**config.mk**
```make
export PLATFORM = sky130hd
export DESIGN_NAME = sglb_top
export DESIGN_NICKNAME = d
export VERILOG_FILES = /design/src/sglb_pkg.sv /design/src/sglb_bc_if.sv /design/src/sglb_bc_rx.sv /design/src/sglb_top.sv
export VERILOG_INCLUDE_DIRS = /design/src /design/src/src
export SDC_FILE = /design/constraint.sdc
export NUM_CORES = 1
export LEC_CHECK = 0
export BUFFER_PORTS_ARGS = -buffer_cell sky130_fd_sc_hd__clkbuf_2
export CORE_AREA = 4 4 137 139
export CTS_CLUSTER_DIAMETER = 200
export DETAILED_ROUTE_END_ITERATION = 6
export DIE_AREA = 0 0 141 143
export GPL_TIMING_DRIVEN = 0
export RECOVER_POWER = 25
export SYNTH_ARGS = -nofsm -noshare
export SYNTH_HDL_FRONTEND = slang
export SYNTH_SLANG_ARGS = --single-unit
```
**constraint.sdc**
```tcl
create_clock -name core_clk -period 2 [get_ports core_clk]
set_input_delay 0.4 -clock core_clk [delete_from_list [all_inputs] [get_ports core_clk]]
set_output_delay 0.4 -clock core_clk [all_outputs]
set_load 0.1 [all_outputs]
```
**src/sglb_params.svh**
```systemverilog
// Offsets, field positions, reset values and timing counts of the pin block.
// Assumes inclusion from the package and from each design module.
`ifndef SGLB_PARAMS_SVH
`define SGLB_PARAMS_SVH
// ----------------------------------------------------------------------
// Register offsets
// ----------------------------------------------------------------------
`define SGLB_REG_OUT_DATA     8'h0d
`define SGLB_REG_DIR          8'h0e
`define SGLB_REG_SNS_EN       8'h17
`define SGLB_REG_SNS_GAIN     8'h18
`define SGLB_REG_SNS_LIM      8'h1a
`define SGLB_REG_ALM_EN       8'h1d
`define SGLB_REG_ALM_FWD      8'h1e
`define SGLB_REG_FWD_CNT      8'h20
`define SGLB_REG_CLR          8'h49
`define SGLB_REG_STATUS       8'h52
`define SGLB_REG_PIN_STS      8'h53
`define SGLB_REG_ERR_CNT      8'h54
`define SGLB_REG_SNS_STS      8'h57
// ----------------------------------------------------------------------
// Reset values
// ----------------------------------------------------------------------
`define SGLB_RST_DIR          8'h0f
`define SGLB_RST_GAIN         8'hb2
`define SGLB_RST_LIM          8'h62
`define SGLB_RST_ZERO         8'h00
`define SGLB_PRBS_SEED        7'h7f
// ----------------------------------------------------------------------
// Field positions
// ----------------------------------------------------------------------
`define SGLB_SNS_EN_BIT       4
`define SGLB_LIM_LO_LSB       0
`define SGLB_LIM_HI_LSB       3
`define SGLB_STS_BELOW_BIT    2
`define SGLB_STS_ABOVE_BIT    3
`define SGLB_ST_ERR_BIT       3
`define SGLB_CLR_BIT          5
`define SGLB_BC_ST_BIT        4
`define SGLB_BC_CRC_BIT       29
// ----------------------------------------------------------------------
// Frame sizes and timing
// ----------------------------------------------------------------------
`define SGLB_BC_FRAME_BITS    5'd30
`define SGLB_FC_FRAME_CYC     3'd4
`define SGLB_CLK_NS           50
`define SGLB_FWD_LAT_NS       225
`define SGLB_FWD_LAT_CYC      (`SGLB_FWD_LAT_NS / `SGLB_CLK_NS)
`define SGLB_FSYNC_SKEW_NS    600
`endif

```
**src/sglb_pkg.sv**
```systemverilog
// Types shared by the pin block modules.
// Assumes the params header sits beside it.
package sglb_pkg;
`include "sglb_params.svh"
   typedef enum logic {SGLB_RX_IDLE, SGLB_RX_SHIFT} sglb_rx_state_t;
   typedef logic [3:0] sglb_pins_t;
endpackage : sglb_pkg

```
**src/sglb_bc_if.sv**
```systemverilog
// Decoded back-channel frame passed from receiver to core.
// Assumes both ends run on core_clk.
interface sglb_bc_if;
   import sglb_pkg::*;
   logic       valid;
   sglb_pins_t remote;
   logic       selftest;
   logic       crc_err;
   modport rx   (output valid, remote, selftest, crc_err);
   modport core (input valid, remote, selftest, crc_err);
endinterface : sglb_bc_if

```
**src/sglb_bc_rx.sv**
```systemverilog
// Back-channel frame receiver: samples link clock, sync and data pins.
// Assumes link clock well below core_clk/4; sync marks a frame's first bit.
module sglb_bc_rx
   import sglb_pkg::*;
(
   input  wire logic core_clk,
   input  wire logic rst_n,
   input  wire logic bc_clk_pin,
   input  wire logic bc_sync_pin,
   input  wire logic bc_data_pin,
   sglb_bc_if.rx     bc
);
`include "sglb_params.svh"
   // ----------------------------------------------------------------------
   // Pin synchronisers
   // ----------------------------------------------------------------------
   logic [2:0]     meta_reg, meta_next;
   logic [2:0]     sync_reg, sync_next;
   logic           clk_last_reg, clk_last_next;
   sglb_rx_state_t state_reg, state_next;
   logic [29:0]    shift_reg, shift_next;
   logic [4:0]     count_reg, count_next;
   logic           valid_reg, valid_next;
   sglb_pins_t     remote_reg, remote_next;
   logic           st_reg, st_next;
   logic           crc_reg, crc_next;
   logic           rise;
   logic [29:0]    frame;

   always_comb
   begin
      meta_next     = {bc_clk_pin, bc_sync_pin, bc_data_pin};
      sync_next     = meta_reg;
      clk_last_next = sync_reg[2];
   end

   // ----------------------------------------------------------------------
   // Frame assembly, LSB first
   // ----------------------------------------------------------------------
   always_comb
   begin
      rise        = sync_reg[2] & ~clk_last_reg;
      frame       = {sync_reg[0], shift_reg[29:1]};
      state_next  = state_reg;
      shift_next  = shift_reg;
      count_next  = count_reg;
      valid_next  = 1'b0;
      remote_next = remote_reg;
      st_next     = st_reg;
      crc_next    = crc_reg;
      if (rise)
      begin
         case (state_reg)
            SGLB_RX_IDLE:
            begin
               if (sync_reg[1])
               begin
                  shift_next = {sync_reg[0], 29'h0000_0000};
                  count_next = 5'd1;
                  state_next = SGLB_RX_SHIFT;
               end
            end
            SGLB_RX_SHIFT:
            begin
               shift_next = frame;
               count_next = count_reg + 5'd1;
               if (count_next == `SGLB_BC_FRAME_BITS)
               begin
                  // Update once per frame, so pin rate follows link rate
                  valid_next  = 1'b1;
                  remote_next = frame[3:0];
                  st_next     = frame[`SGLB_BC_ST_BIT];
                  // Even parity across the frame stands in for its check
                  crc_next    = ^frame;
                  state_next  = SGLB_RX_IDLE;
               end
            end
            default: state_next = SGLB_RX_IDLE;
         endcase
      end
   end

   always_ff @(posedge core_clk or negedge rst_n)
   begin
      if (!rst_n)
      begin
         meta_reg     <= 3'h0;
         sync_reg     <= 3'h0;
         clk_last_reg <= 1'b0;
         state_reg    <= SGLB_RX_IDLE;
         shift_reg    <= 30'h0000_0000;
         count_reg    <= 5'h00;
         valid_reg    <= 1'b0;
         remote_reg   <= 4'h0;
         st_reg       <= 1'b0;
         crc_reg      <= 1'b0;
      end
      else
      begin
         meta_reg     <= meta_next;
         sync_reg     <= sync_next;
         clk_last_reg <= clk_last_next;
         state_reg    <= state_next;
         shift_reg    <= shift_next;
         count_reg    <= count_next;
         valid_reg    <= valid_next;
         remote_reg   <= remote_next;
         st_reg       <= st_next;
         crc_reg      <= crc_next;
      end
   end

   assign bc.valid    = valid_reg;
   assign bc.remote   = remote_reg;
   assign bc.selftest = st_reg;
   assign bc.crc_err  = crc_reg;
endmodule : sglb_bc_rx

```
**src/sglb_top.sv**
```systemverilog
// Pin block of the link serializer: pins, forwarding, sensing, self test.
// Assumes a register port from the local I2C target, on core_clk.
//
// Functional notes
// Four pins, controlled through registers 0x0d, 0x0e, 0x53.
// Level register reads every pin's level, input or output.
// After reset all four pins are inputs.
// Software clears output enable when it sets input enable.
// Software clears input enable when it sets output enable.
// Up to four input levels are forwarded to the far end.
// One linked pin is sampled every forward frame.
// Two linked pins are sampled every two forward frames.
// Three or four linked pins are sampled every five frames.
// Forward latency stays fixed near 225 ns; only jitter grows.
// Users keep forwarded signals below a quarter of sample rate.
// An output pin may drive the remote back-channel value.
// Back-channel pin sampling rate follows the back-channel rate.
// The far end starts self test and signals it on back channel.
// Self test is run only in synchronous clocking mode.
// During self test a pseudo-random stream replaces payload; here it goes out on fc_prbs_bit while pin samples still flow.
// During self test back-channel frame check errors are tracked.
// Any pin can output a frame-sync value from the back channel.
// Frame-sync skew is about one back-channel frame.
// Pins 0 and 1 can sense an external voltage.
// Software programs sensor enable, alarms and alarm forwarding.
// Sensor status bits 2 and 3 flag below and above limits.
// Pin values arrive in 30-bit back-channel frames.
// Self-test error flag and counter; a clear bit resets them.
// Pin levels pass two synchroniser flops before use.
// Remote-driven pins hold their value until a newer frame.
// A pin with both enables set acts as an output.
module sglb_top
   import sglb_pkg::*;
(
   input  wire logic       core_clk,
   input  wire logic       rst_n,
   input  wire logic [7:0] reg_addr,
   input  wire logic       reg_wr,
   input  wire logic       reg_rd,
   input  wire logic [7:0] reg_wdata,
   output logic      [7:0] reg_rdata,
   input  wire logic [3:0] gpio_in,
   output logic      [3:0] gpio_out,
   output logic      [3:0] gpio_oe,
   input  wire logic       bc_clk_pin,
   input  wire logic       bc_sync_pin,
   input  wire logic       bc_data_pin,
   input  wire logic [2:0] sense_code_pin,
   output logic            fc_frame_strobe,
   output logic            fc_pin_valid,
   output logic      [3:0] fc_pin_data,
   output logic            fc_selftest,
   output logic            fc_prbs_bit,
   output logic            sensor_alarm
);
`include "sglb_params.svh"
   // ----------------------------------------------------------------------
   // Back-channel receiver
   // ----------------------------------------------------------------------
   sglb_bc_if bc ();
   sglb_bc_rx u_rx (
      .core_clk    (core_clk),
      .rst_n       (rst_n),
      .bc_clk_pin  (bc_clk_pin),
      .bc_sync_pin (bc_sync_pin),
      .bc_data_pin (bc_data_pin),
      .bc          (bc)
   );

   // ----------------------------------------------------------------------
   // Register file
   // ----------------------------------------------------------------------
   logic [7:0] out_data_reg, out_data_next;
   logic [7:0] dir_reg,      dir_next;
   logic [7:0] sns_en_reg,   sns_en_next;
   logic [7:0] gain_reg,     gain_next;
   logic [7:0] lim_reg,      lim_next;
   logic [7:0] alm_en_reg,   alm_en_next;
   logic [7:0] alm_fwd_reg,  alm_fwd_next;
   logic [2:0] link_cnt_reg, link_cnt_next;
   logic [7:0] rdata_reg,    rdata_next;
   logic       clr_hit;

   always_comb
   begin
      out_data_next = out_data_reg;
      dir_next      = dir_reg;
      sns_en_next   = sns_en_reg;
      gain_next     = gain_reg;
      lim_next      = lim_reg;
      alm_en_next   = alm_en_reg;
      alm_fwd_next  = alm_fwd_reg;
      link_cnt_next = link_cnt_reg;
      clr_hit       = 1'b0;
      if (reg_wr)
      begin
         if (reg_addr == `SGLB_REG_OUT_DATA)
            out_data_next = reg_wdata;
         else if (reg_addr == `SGLB_REG_DIR)
            dir_next = reg_wdata;
         else if (reg_addr == `SGLB_REG_SNS_EN)
            sns_en_next = reg_wdata;
         else if (reg_addr == `SGLB_REG_SNS_GAIN)
            gain_next = reg_wdata;
         else if (reg_addr == `SGLB_REG_SNS_LIM)
            lim_next = reg_wdata;
         else if (reg_addr == `SGLB_REG_ALM_EN)
            alm_en_next = reg_wdata;
         else if (reg_addr == `SGLB_REG_ALM_FWD)
            alm_fwd_next = reg_wdata;
         else if (reg_addr == `SGLB_REG_FWD_CNT)
            // Counts above four clamp to four
            link_cnt_next = (reg_wdata > 8'h04) ? 3'd4 : reg_wdata[2:0];
         else if (reg_addr == `SGLB_REG_CLR)
            clr_hit = reg_wdata[`SGLB_CLR_BIT];
      end
   end

   // ----------------------------------------------------------------------
   // Pin levels, sensor input synchronisers
   // ----------------------------------------------------------------------
   logic [3:0] pin_meta_reg, pin_lvl_reg;
   logic [2:0] code_meta_reg, code_reg;

   // ----------------------------------------------------------------------
   // Pin drivers and remote values
   // ----------------------------------------------------------------------
   sglb_pins_t remote_reg, remote_next;
   logic [3:0] gpio_out_next, gpio_oe_next;

   always_comb
   begin
      // Only good frames replace the held value
      remote_next = (bc.valid && !bc.crc_err) ? bc.remote : remote_reg;
      // Output enable wins when both are set; reset value leaves inputs
      gpio_oe_next  = dir_reg[7:4];
      // Upper nibble selects remote source per pin
      gpio_out_next = (out_data_reg[7:4] & remote_reg)
                    | (~out_data_reg[7:4] & out_data_reg[3:0]);
   end

   // ----------------------------------------------------------------------
   // Forward channel framing and pin sampling
   // ----------------------------------------------------------------------
   logic [2:0] fdiv_reg,  fdiv_next;
   logic [2:0] fsamp_reg, fsamp_next;
   logic [2:0] period;
   logic       fstrobe_next, fvalid_next;
   logic [3:0] fdata_next;
   logic [3:0] in_mask;

   always_comb
   begin
      in_mask = dir_reg[3:0] & ~dir_reg[7:4];
      if (link_cnt_reg <= 3'd1)
         period = 3'd1;
      else if (link_cnt_reg == 3'd2)
         period = 3'd2;
      else
         period = 3'd5;
      fdiv_next    = (fdiv_reg == `SGLB_FC_FRAME_CYC - 3'd1) ? 3'd0
                   : fdiv_reg + 3'd1;
      fstrobe_next = (fdiv_reg == `SGLB_FC_FRAME_CYC - 3'd1);
      fsamp_next   = fsamp_reg;
      fvalid_next  = 1'b0;
      fdata_next   = fc_pin_data;
      if (fstrobe_next)
      begin
         fsamp_next = (fsamp_reg + 3'd1 >= period) ? 3'd0
                    : fsamp_reg + 3'd1;
         // Fixed one-cycle sample path keeps latency constant
         if (fsamp_reg == 3'd0 && link_cnt_reg != 3'd0)
         begin
            fvalid_next = 1'b1;
            fdata_next  = pin_lvl_reg & in_mask;
         end
      end
      // New count restarts the phase, so no stale skip
      if (link_cnt_next != link_cnt_reg)
         fsamp_next = 3'd0;
   end

   // ----------------------------------------------------------------------
   // Self test: PRBS stream and error tracking
   // ----------------------------------------------------------------------
   logic [6:0] prbs_reg, prbs_next;
   logic       st_reg,   st_next;
   logic       prbs_bit_next;
   logic       err_flag_reg, err_flag_next;
   logic [7:0] err_cnt_reg,  err_cnt_next;
   logic       err_hit;

   always_comb
   begin
      st_next       = bc.valid ? bc.selftest : st_reg;
      prbs_next     = st_reg ? {prbs_reg[5:0], prbs_reg[6] ^ prbs_reg[5]}
                    : `SGLB_PRBS_SEED;
      prbs_bit_next = st_reg & prbs_reg[6];
      err_hit       = bc.valid & bc.crc_err & st_reg;
      err_flag_next = err_flag_reg;
      err_cnt_next  = err_cnt_reg;
      if (clr_hit)
      begin
         err_flag_next = 1'b0;
         err_cnt_next  = 8'h00;
      end
      // Set beats a clear in the same cycle
      if (err_hit)
      begin
         err_flag_next = 1'b1;
         err_cnt_next  = (err_cnt_next == 8'hff) ? 8'hff
                       : err_cnt_next + 8'h01;
      end
   end

   // ----------------------------------------------------------------------
   // Voltage sensing on pins 0 and 1
   // ----------------------------------------------------------------------
   logic [7:0] sns_sts_reg, sns_sts_next;
   logic       alarm_next;

   always_comb
   begin
      sns_sts_next = 8'h00;
      if (sns_en_reg[`SGLB_SNS_EN_BIT])
      begin
         sns_sts_next[`SGLB_STS_BELOW_BIT] =
            code_reg < lim_reg[`SGLB_LIM_LO_LSB +: 3];
         sns_sts_next[`SGLB_STS_ABOVE_BIT] =
            code_reg > lim_reg[`SGLB_LIM_HI_LSB +: 3];
      end
      alarm_next = alm_fwd_reg[0]
                 & ((sns_sts_reg[`SGLB_STS_BELOW_BIT] & alm_en_reg[0])
                 | (sns_sts_reg[`SGLB_STS_ABOVE_BIT] & alm_en_reg[1]));
   end

   // ----------------------------------------------------------------------
   // Read mux, unmapped offsets read zero
   // ----------------------------------------------------------------------
   always_comb
   begin
      rdata_next = rdata_reg;
      if (reg_rd)
      begin
         if (reg_addr == `SGLB_REG_OUT_DATA)
            rdata_next = out_data_reg;
         else if (reg_addr == `SGLB_REG_DIR)
            rdata_next = dir_reg;
         else if (reg_addr == `SGLB_REG_SNS_EN)
            rdata_next = sns_en_reg;
         else if (reg_addr == `SGLB_REG_SNS_GAIN)
            rdata_next = gain_reg;
         else if (reg_addr == `SGLB_REG_SNS_LIM)
            rdata_next = lim_reg;
         else if (reg_addr == `SGLB_REG_ALM_EN)
            rdata_next = alm_en_reg;
         else if (reg_addr == `SGLB_REG_ALM_FWD)
            rdata_next = alm_fwd_reg;
         else if (reg_addr == `SGLB_REG_FWD_CNT)
            rdata_next = {5'h00, link_cnt_reg};
         else if (reg_addr == `SGLB_REG_STATUS)
            rdata_next = {4'h0, err_flag_reg, 3'h0};
         else if (reg_addr == `SGLB_REG_PIN_STS)
            rdata_next = {4'h0, pin_lvl_reg};
         else if (reg_addr == `SGLB_REG_ERR_CNT)
            rdata_next = err_cnt_reg;
         else if (reg_addr == `SGLB_REG_SNS_STS)
            rdata_next = sns_sts_reg;
         else
            rdata_next = 8'h00;
      end
   end

   // ----------------------------------------------------------------------
   // State registers
   // ----------------------------------------------------------------------
   always_ff @(posedge core_clk or negedge rst_n)
   begin
      if (!rst_n)
      begin
         out_data_reg    <= `SGLB_RST_ZERO;
         dir_reg         <= `SGLB_RST_DIR;
         sns_en_reg      <= `SGLB_RST_ZERO;
         gain_reg        <= `SGLB_RST_GAIN;
         lim_reg         <= `SGLB_RST_LIM;
         alm_en_reg      <= `SGLB_RST_ZERO;
         alm_fwd_reg     <= `SGLB_RST_ZERO;
         link_cnt_reg    <= 3'h0;
         rdata_reg       <= 8'h00;
         pin_meta_reg    <= 4'h0;
         pin_lvl_reg     <= 4'h0;
         code_meta_reg   <= 3'h0;
         code_reg        <= 3'h0;
         remote_reg      <= 4'h0;
         gpio_out        <= 4'h0;
         gpio_oe         <= 4'h0;
         fdiv_reg        <= 3'h0;
         fsamp_reg       <= 3'h0;
         fc_frame_strobe <= 1'b0;
         fc_pin_valid    <= 1'b0;
         fc_pin_data     <= 4'h0;
         prbs_reg        <= `SGLB_PRBS_SEED;
         st_reg          <= 1'b0;
         fc_prbs_bit     <= 1'b0;
         err_flag_reg    <= 1'b0;
         err_cnt_reg     <= 8'h00;
         sns_sts_reg     <= 8'h00;
         sensor_alarm    <= 1'b0;
      end
      else
      begin
         out_data_reg    <= out_data_next;
         dir_reg         <= dir_next;
         sns_en_reg      <= sns_en_next;
         gain_reg        <= gain_next;
         lim_reg         <= lim_next;
         alm_en_reg      <= alm_en_next;
         alm_fwd_reg     <= alm_fwd_next;
         link_cnt_reg    <= link_cnt_next;
         rdata_reg       <= rdata_next;
         pin_meta_reg    <= gpio_in;
         pin_lvl_reg     <= pin_meta_reg;
         code_meta_reg   <= sense_code_pin;
         code_reg        <= code_meta_reg;
         remote_reg      <= remote_next;
         gpio_out        <= gpio_out_next;
         gpio_oe         <= gpio_oe_next;
         fdiv_reg        <= fdiv_next;
         fsamp_reg       <= fsamp_next;
         fc_frame_strobe <= fstrobe_next;
         fc_pin_valid    <= fvalid_next;
         fc_pin_data     <= fdata_next;
         prbs_reg        <= prbs_next;
         st_reg          <= st_next;
         fc_prbs_bit     <= prbs_bit_next;
         err_flag_reg    <= err_flag_next;
         err_cnt_reg     <= err_cnt_next;
         sns_sts_reg     <= sns_sts_next;
         sensor_alarm    <= alarm_next;
      end
   end

   assign reg_rdata   = rdata_reg;
   assign fc_selftest = st_reg;
endmodule : sglb_top

```
# Yosys cells after proc, flatten, opt, wreduce, memory -nomap -nowiden
# Index checks and enable logic that the tools add are counted.
# totals
out_inout_bits,25
mem_bits_ro,0
memories,0
latch_bits,0
elab_cells,165
ram_bits,0
regBits,176
# op_classes
reduce_logical,18
eq_ne,19
n_mul,0
shifts,0
div,0
order_cmp,5
n_bitwise,24
n_mux,57
addsub,4
# ops
cell,count
2-to-1 mux 8 bit,14
case mux 30 bit (2 select lines),1
2-to-1 mux 3 bit,16
== test 8 x 5 -> 1 bit (second input constant),5
== test 8 x 7 -> 1 bit (second input constant),5
2-to-1 mux 30 bit,1
XOR reduction 30 bit,1
2-to-1 mux 1 bit,19
bitwise AND 4 bit,4
== test 8 x 4 -> 1 bit (second input constant),2
case mux 5 bit (2 select lines),1
adder 8 x 1 -> 8 bit (second input constant),1
== test 8 x 6 -> 1 bit (second input constant),1
== test 8 bit (second input constant),1
greater-than comparator 8 x 3 -> 1 bit (second input constant),1
NOT 1 bit,8
NOT 4 bit,2
AND reduction 8 bit,1
bitwise AND 1 bit,7
2-to-1 mux 7 bit,1
AND reduction 7 bit,1
adder 3 x 1 -> 3 bit (second input constant),2
== test 3 x 2 -> 1 bit (second input constant),2
AND reduction 2 bit,3
other kinds (24),27

# Longest topological paths before layout
# depth
word_depth,15
depth_mapped,9
depth_no_buf,8

# Cells and area by module
# From an unflattened synthesis, not the netlist that was laid out.
# unflattened
hier_cells,675
area_unflattened_um2,8075.2
# by_module_without_submodules
module,instances,cells_each,area_per_inst_um2
sglb_top,1,530,6039.5
sglb_bc_rx,1,145,2035.7

# Worst setup path before layout
# OpenSTA, ideal clock, no wires.
# synth_path
path_kind,register to register
from,reg st_reg (netlist: fc_selftest)
to,reg err_cnt_reg[7]
setup_ns,0.122
synth_period_minus_slack_ns,2.044
path_slack_ns,-0.044
arrival_ns,1.923
t_required_ns,1.878
stages_incl_launch_ff,7
path_buffers,1
cell_sequence,dfrtp_1 and3_1 clkbuf_1 and4_1 nand3_1 mux2i_1 nor2_1
# synth_via
elab_chain_len,2
# synth_rtl
element,line,text
start: declaration,sglb_top.sv:187,"logic st_reg, st_next;"
start signal: assignment,sglb_top.sv:334,st_reg <= st_next;
bitwise AND 1 bit,sglb_top.sv:199,err_hit = bc.valid & bc.crc_err & st_reg;
2-to-1 mux 8 bit,sglb_top.sv:208,if (err_hit)
net err_cnt_next[7],sglb_top.sv:190,"logic [7:0] err_cnt_reg, err_cnt_next;"
end signal: assignment,sglb_top.sv:337,err_cnt_reg <= err_cnt_next;
end: declaration,sglb_top.sv:190,
# The timed path passes the listed nets, and every way through them passes these cells.
# A chain may end at the register's enable or synchronous reset.

# Worst setup path in the final report
# layout_path
from,in reg_addr[5]
to,reg out_data_reg[7]
# layout_via
elab_chain_len,2
# layout_rtl
element,line,text
start: declaration,sglb_top.sv:37,"input wire logic [7:0] reg_addr,"
== test 8 x 4 -> 1 bit (no line),--,
AND reduction 2 bit (no line),--,
end signal: assignment,sglb_top.sv:281,out_data_reg <= `SGLB_RST_ZERO;
end signal: assignment,sglb_top.sv:312,out_data_reg <= out_data_next;
end: declaration,sglb_top.sv:73,"logic [7:0] out_data_reg, out_data_next;"
# No other way between the ends.

==> metrics <==
clk root buf=clkbuf_16; Worst Hold Slack=0.0692 ns; Worst VDD drop=0.659 mV; Setup Viol. Count Final=0; final wirelength=18,000 um; initial antenna violation count=0; Worst path top cell family by delay=simple AND/OR/NAND/NOR gates; area grow syn2layout=15.5%; initial DRC count=368; Power Density=933 mW/mm^2; Hold Crit Class=in2reg; Worst-Skew Late Latency=0.43 ns; setup_tns=0 ns; total of max-cap violations=0; Syn. warnings=0; status=completed; vias in the first global route=5,431; top_reg_cell synth=dfrtp_1; synth top area cells=dfrtp_1 50%, mux2_2 10%, dfstp_2 6.0%; Crit-path slowest cell=nor3b_4; Placement Cell Area=0.00848 mm^2; Clock Sinks=175; Synth async-reset ratio=100%; Max FO, Critical Path=8; post-synthesis average cell area=12.3 um^2; LEAKAGE=4.21 nW; worst path bufs/invs=1; Final Hold Fails=0; top-count cell post-synth=dfrtp_1; worst path cell trace=clkbuf_2 > nor3b_2 > nand3_1 > nor3b_4 > nand2_2 > mux2_2; post-synth net total=689; Mapped Cells=645; Worst Skew=0.0124 ns; Yosys reg bits=175; max reg flops=29; clock buffer depth=2; fmax=514 MHz; Layout fillers=1,541; Post-Syn Area=0.00791 mm^2; Critical Path Sink Type=flip-flop; RD Place Congestion=0.901; worst slack, placed=-0.514 ns; Distinct cells, synth=62; IO Port Bufs=49; die area=0.0202 mm^2; Yosys top cell by area=dfrtp_1; Final Non-Filler Cells=966; Seq/Total Area, Yosys=55.6%; I/O Pins=55; post-route ant nets=0; Pre-antenna DRT Iters=5; vias per cell=5.50; CP Class=in2reg; routed vias=5,316; final critical-path required period=1.95 ns; Global Route Usage Sum=18.7%; Post-synth EDFFs=0; area of the core=0.0177 mm^2; Largest stage delay, worst path=0.47 ns; pin count of the biggest net entering global routing=117; Detail Placement HPWL=12,900 um; Critical Path RT=2.31 ns; commonest cells in the netlist=157 x dfrtp_1, 73 x mux2_2, 41 x nor2_1; Max Slew Vio Count=0; Nets=768; Starting Density=44.8%; wire per inst=18.6 um; H-tree level count=4; cell area after layout=0.00914 mm^2; Worst-Margin Slew=0.864 ns; first-pass GRT wire length=29,300 um; remaining global-route overflow=0; clk slew on worst S/H paths=0.07 ns; Die X=141 um; share of the synthesized area in the top cell type=49.7%; placed insts=924; crit path launch type=input pin; fraction of layout cells with a size suffix above 1=29.3%; Slew headroom=42.4%; row count=49; Num CTS Buffers=17; die height=143 um; RSZ-0062 raised after global routing=yes; Worst Setup Slack, final=0.0542 ns; Tcrit/Tclk final=97.3%; Worst EP arrival=2.26 ns; Antenna diodes=0; # DRC=0; CTS tree=built
## final timing paths
| kind | start | end | slack [ns] | cells past startpoint |
|---|---|---|---|---|
| worst max register to register | u_rx.shift_reg[25] | u_rx.bc.crc_err | 0.08 | 5 |
| max in group asynchronous | rst_n | fc_selftest | 0.32 | 3 |
| min in group asynchronous | rst_n | fsamp_reg[1] | 0.63 | 2 |
| worst max-delay path | reg_addr[5] | out_data_reg[7] | 0.05 | 6 |
| worst min register to register | pin_meta_reg[0] | pin_lvl_reg[0] | 0.35 | 0 |
| worst min-delay path | sense_code_pin[2] | code_meta_reg[2] | 0.07 | 1 |
## worst reg2reg max path, delay by kind of cell, from the launching register on
kind	cells	cell delay, ns
DFF	1	0.42
xor gates and xnor gates	4	1.13
muxes	1	0.27
## power by group
group	switching [mW]	internal [mW]	leakage [nW]
combinational	0.805	0.679	1.70
clock	1.40	1.59	0.257
sequential	0.248	3.81	2.25
## cell families after synthesis
group | synth area share, %
xor gates and xnor gates | 4.40
muxes | 11.4
DFF | 55.6
buffers and inverters | 2.31
adders and majority gates | 2.21
and+or+nand+nor | 12.9
AOI/OAI and AO/OA | 11.2
## final cells by class
type / instances / area [um^2] / area share, %
timing repair buffer: 61 / 359 / 3.93
clock buffer: 19 / 433 / 4.74
buffer: 25 / 113 / 1.23
multi-input combinational: 425 / 3380 / 37.0
tap: 229 / 287 / 3.14
sequential: 175 / 4400 / 48.2
inverter: 19 / 71.3 / 0.781
clock inverter: 13 / 92.6 / 1.01
## metrics by stage
step,total power [mW],util (%)
3_3_place_gp,5.55,47.8
2_1_floorplan,5.19,-
4_1_cts,8.63,51.2
6_report,8.53,51.7
3_5_place_dp,5.60,48.0
5_1_grt,8.95,51.7
## per-layer routing
| layer | up-vias | track usage, % | part of all wire, % |
|---|---|---|---|
| met2 | 148 | 27.9 | 45 |
| met5 | - | 0 | 0 |
| met1 | 2654 | 27.7 | 49 |
| met4 | 0 | 5.46 | 1.1 |
| li1 | 2495 | - | - |
| met3 | 19 | 4.15 | 5.0 |
## repair_timing
item	CTS	global route
pin swaps	3	4
gates resized for setup	6	11
setup endpoints to repair	30	76
hold endpoints to repair	52	0
hold buffers	1	0
buffers inserted	0	10
## cell usage in the layout, fill, tap and decap left out, types with 8 or more instances in the layout
master and n:
dfstp_2 18, nor2b_1 11, clkbuf_2 51, nor2_1 39, mux2i_1 8, o21ai_0 25
clkbuf_16 17, buf_4 10, dfrtp_1 155, ha_1 14, nand2b_1 13, and2_1 8
nand3_1 17, mux2_2 73, inv_1 19, clkbuf_1 16, xnor2_1 26, a21oi_1 25
a22o_1 31, nand2_1 27
Power figures use the tool's default switching activity.
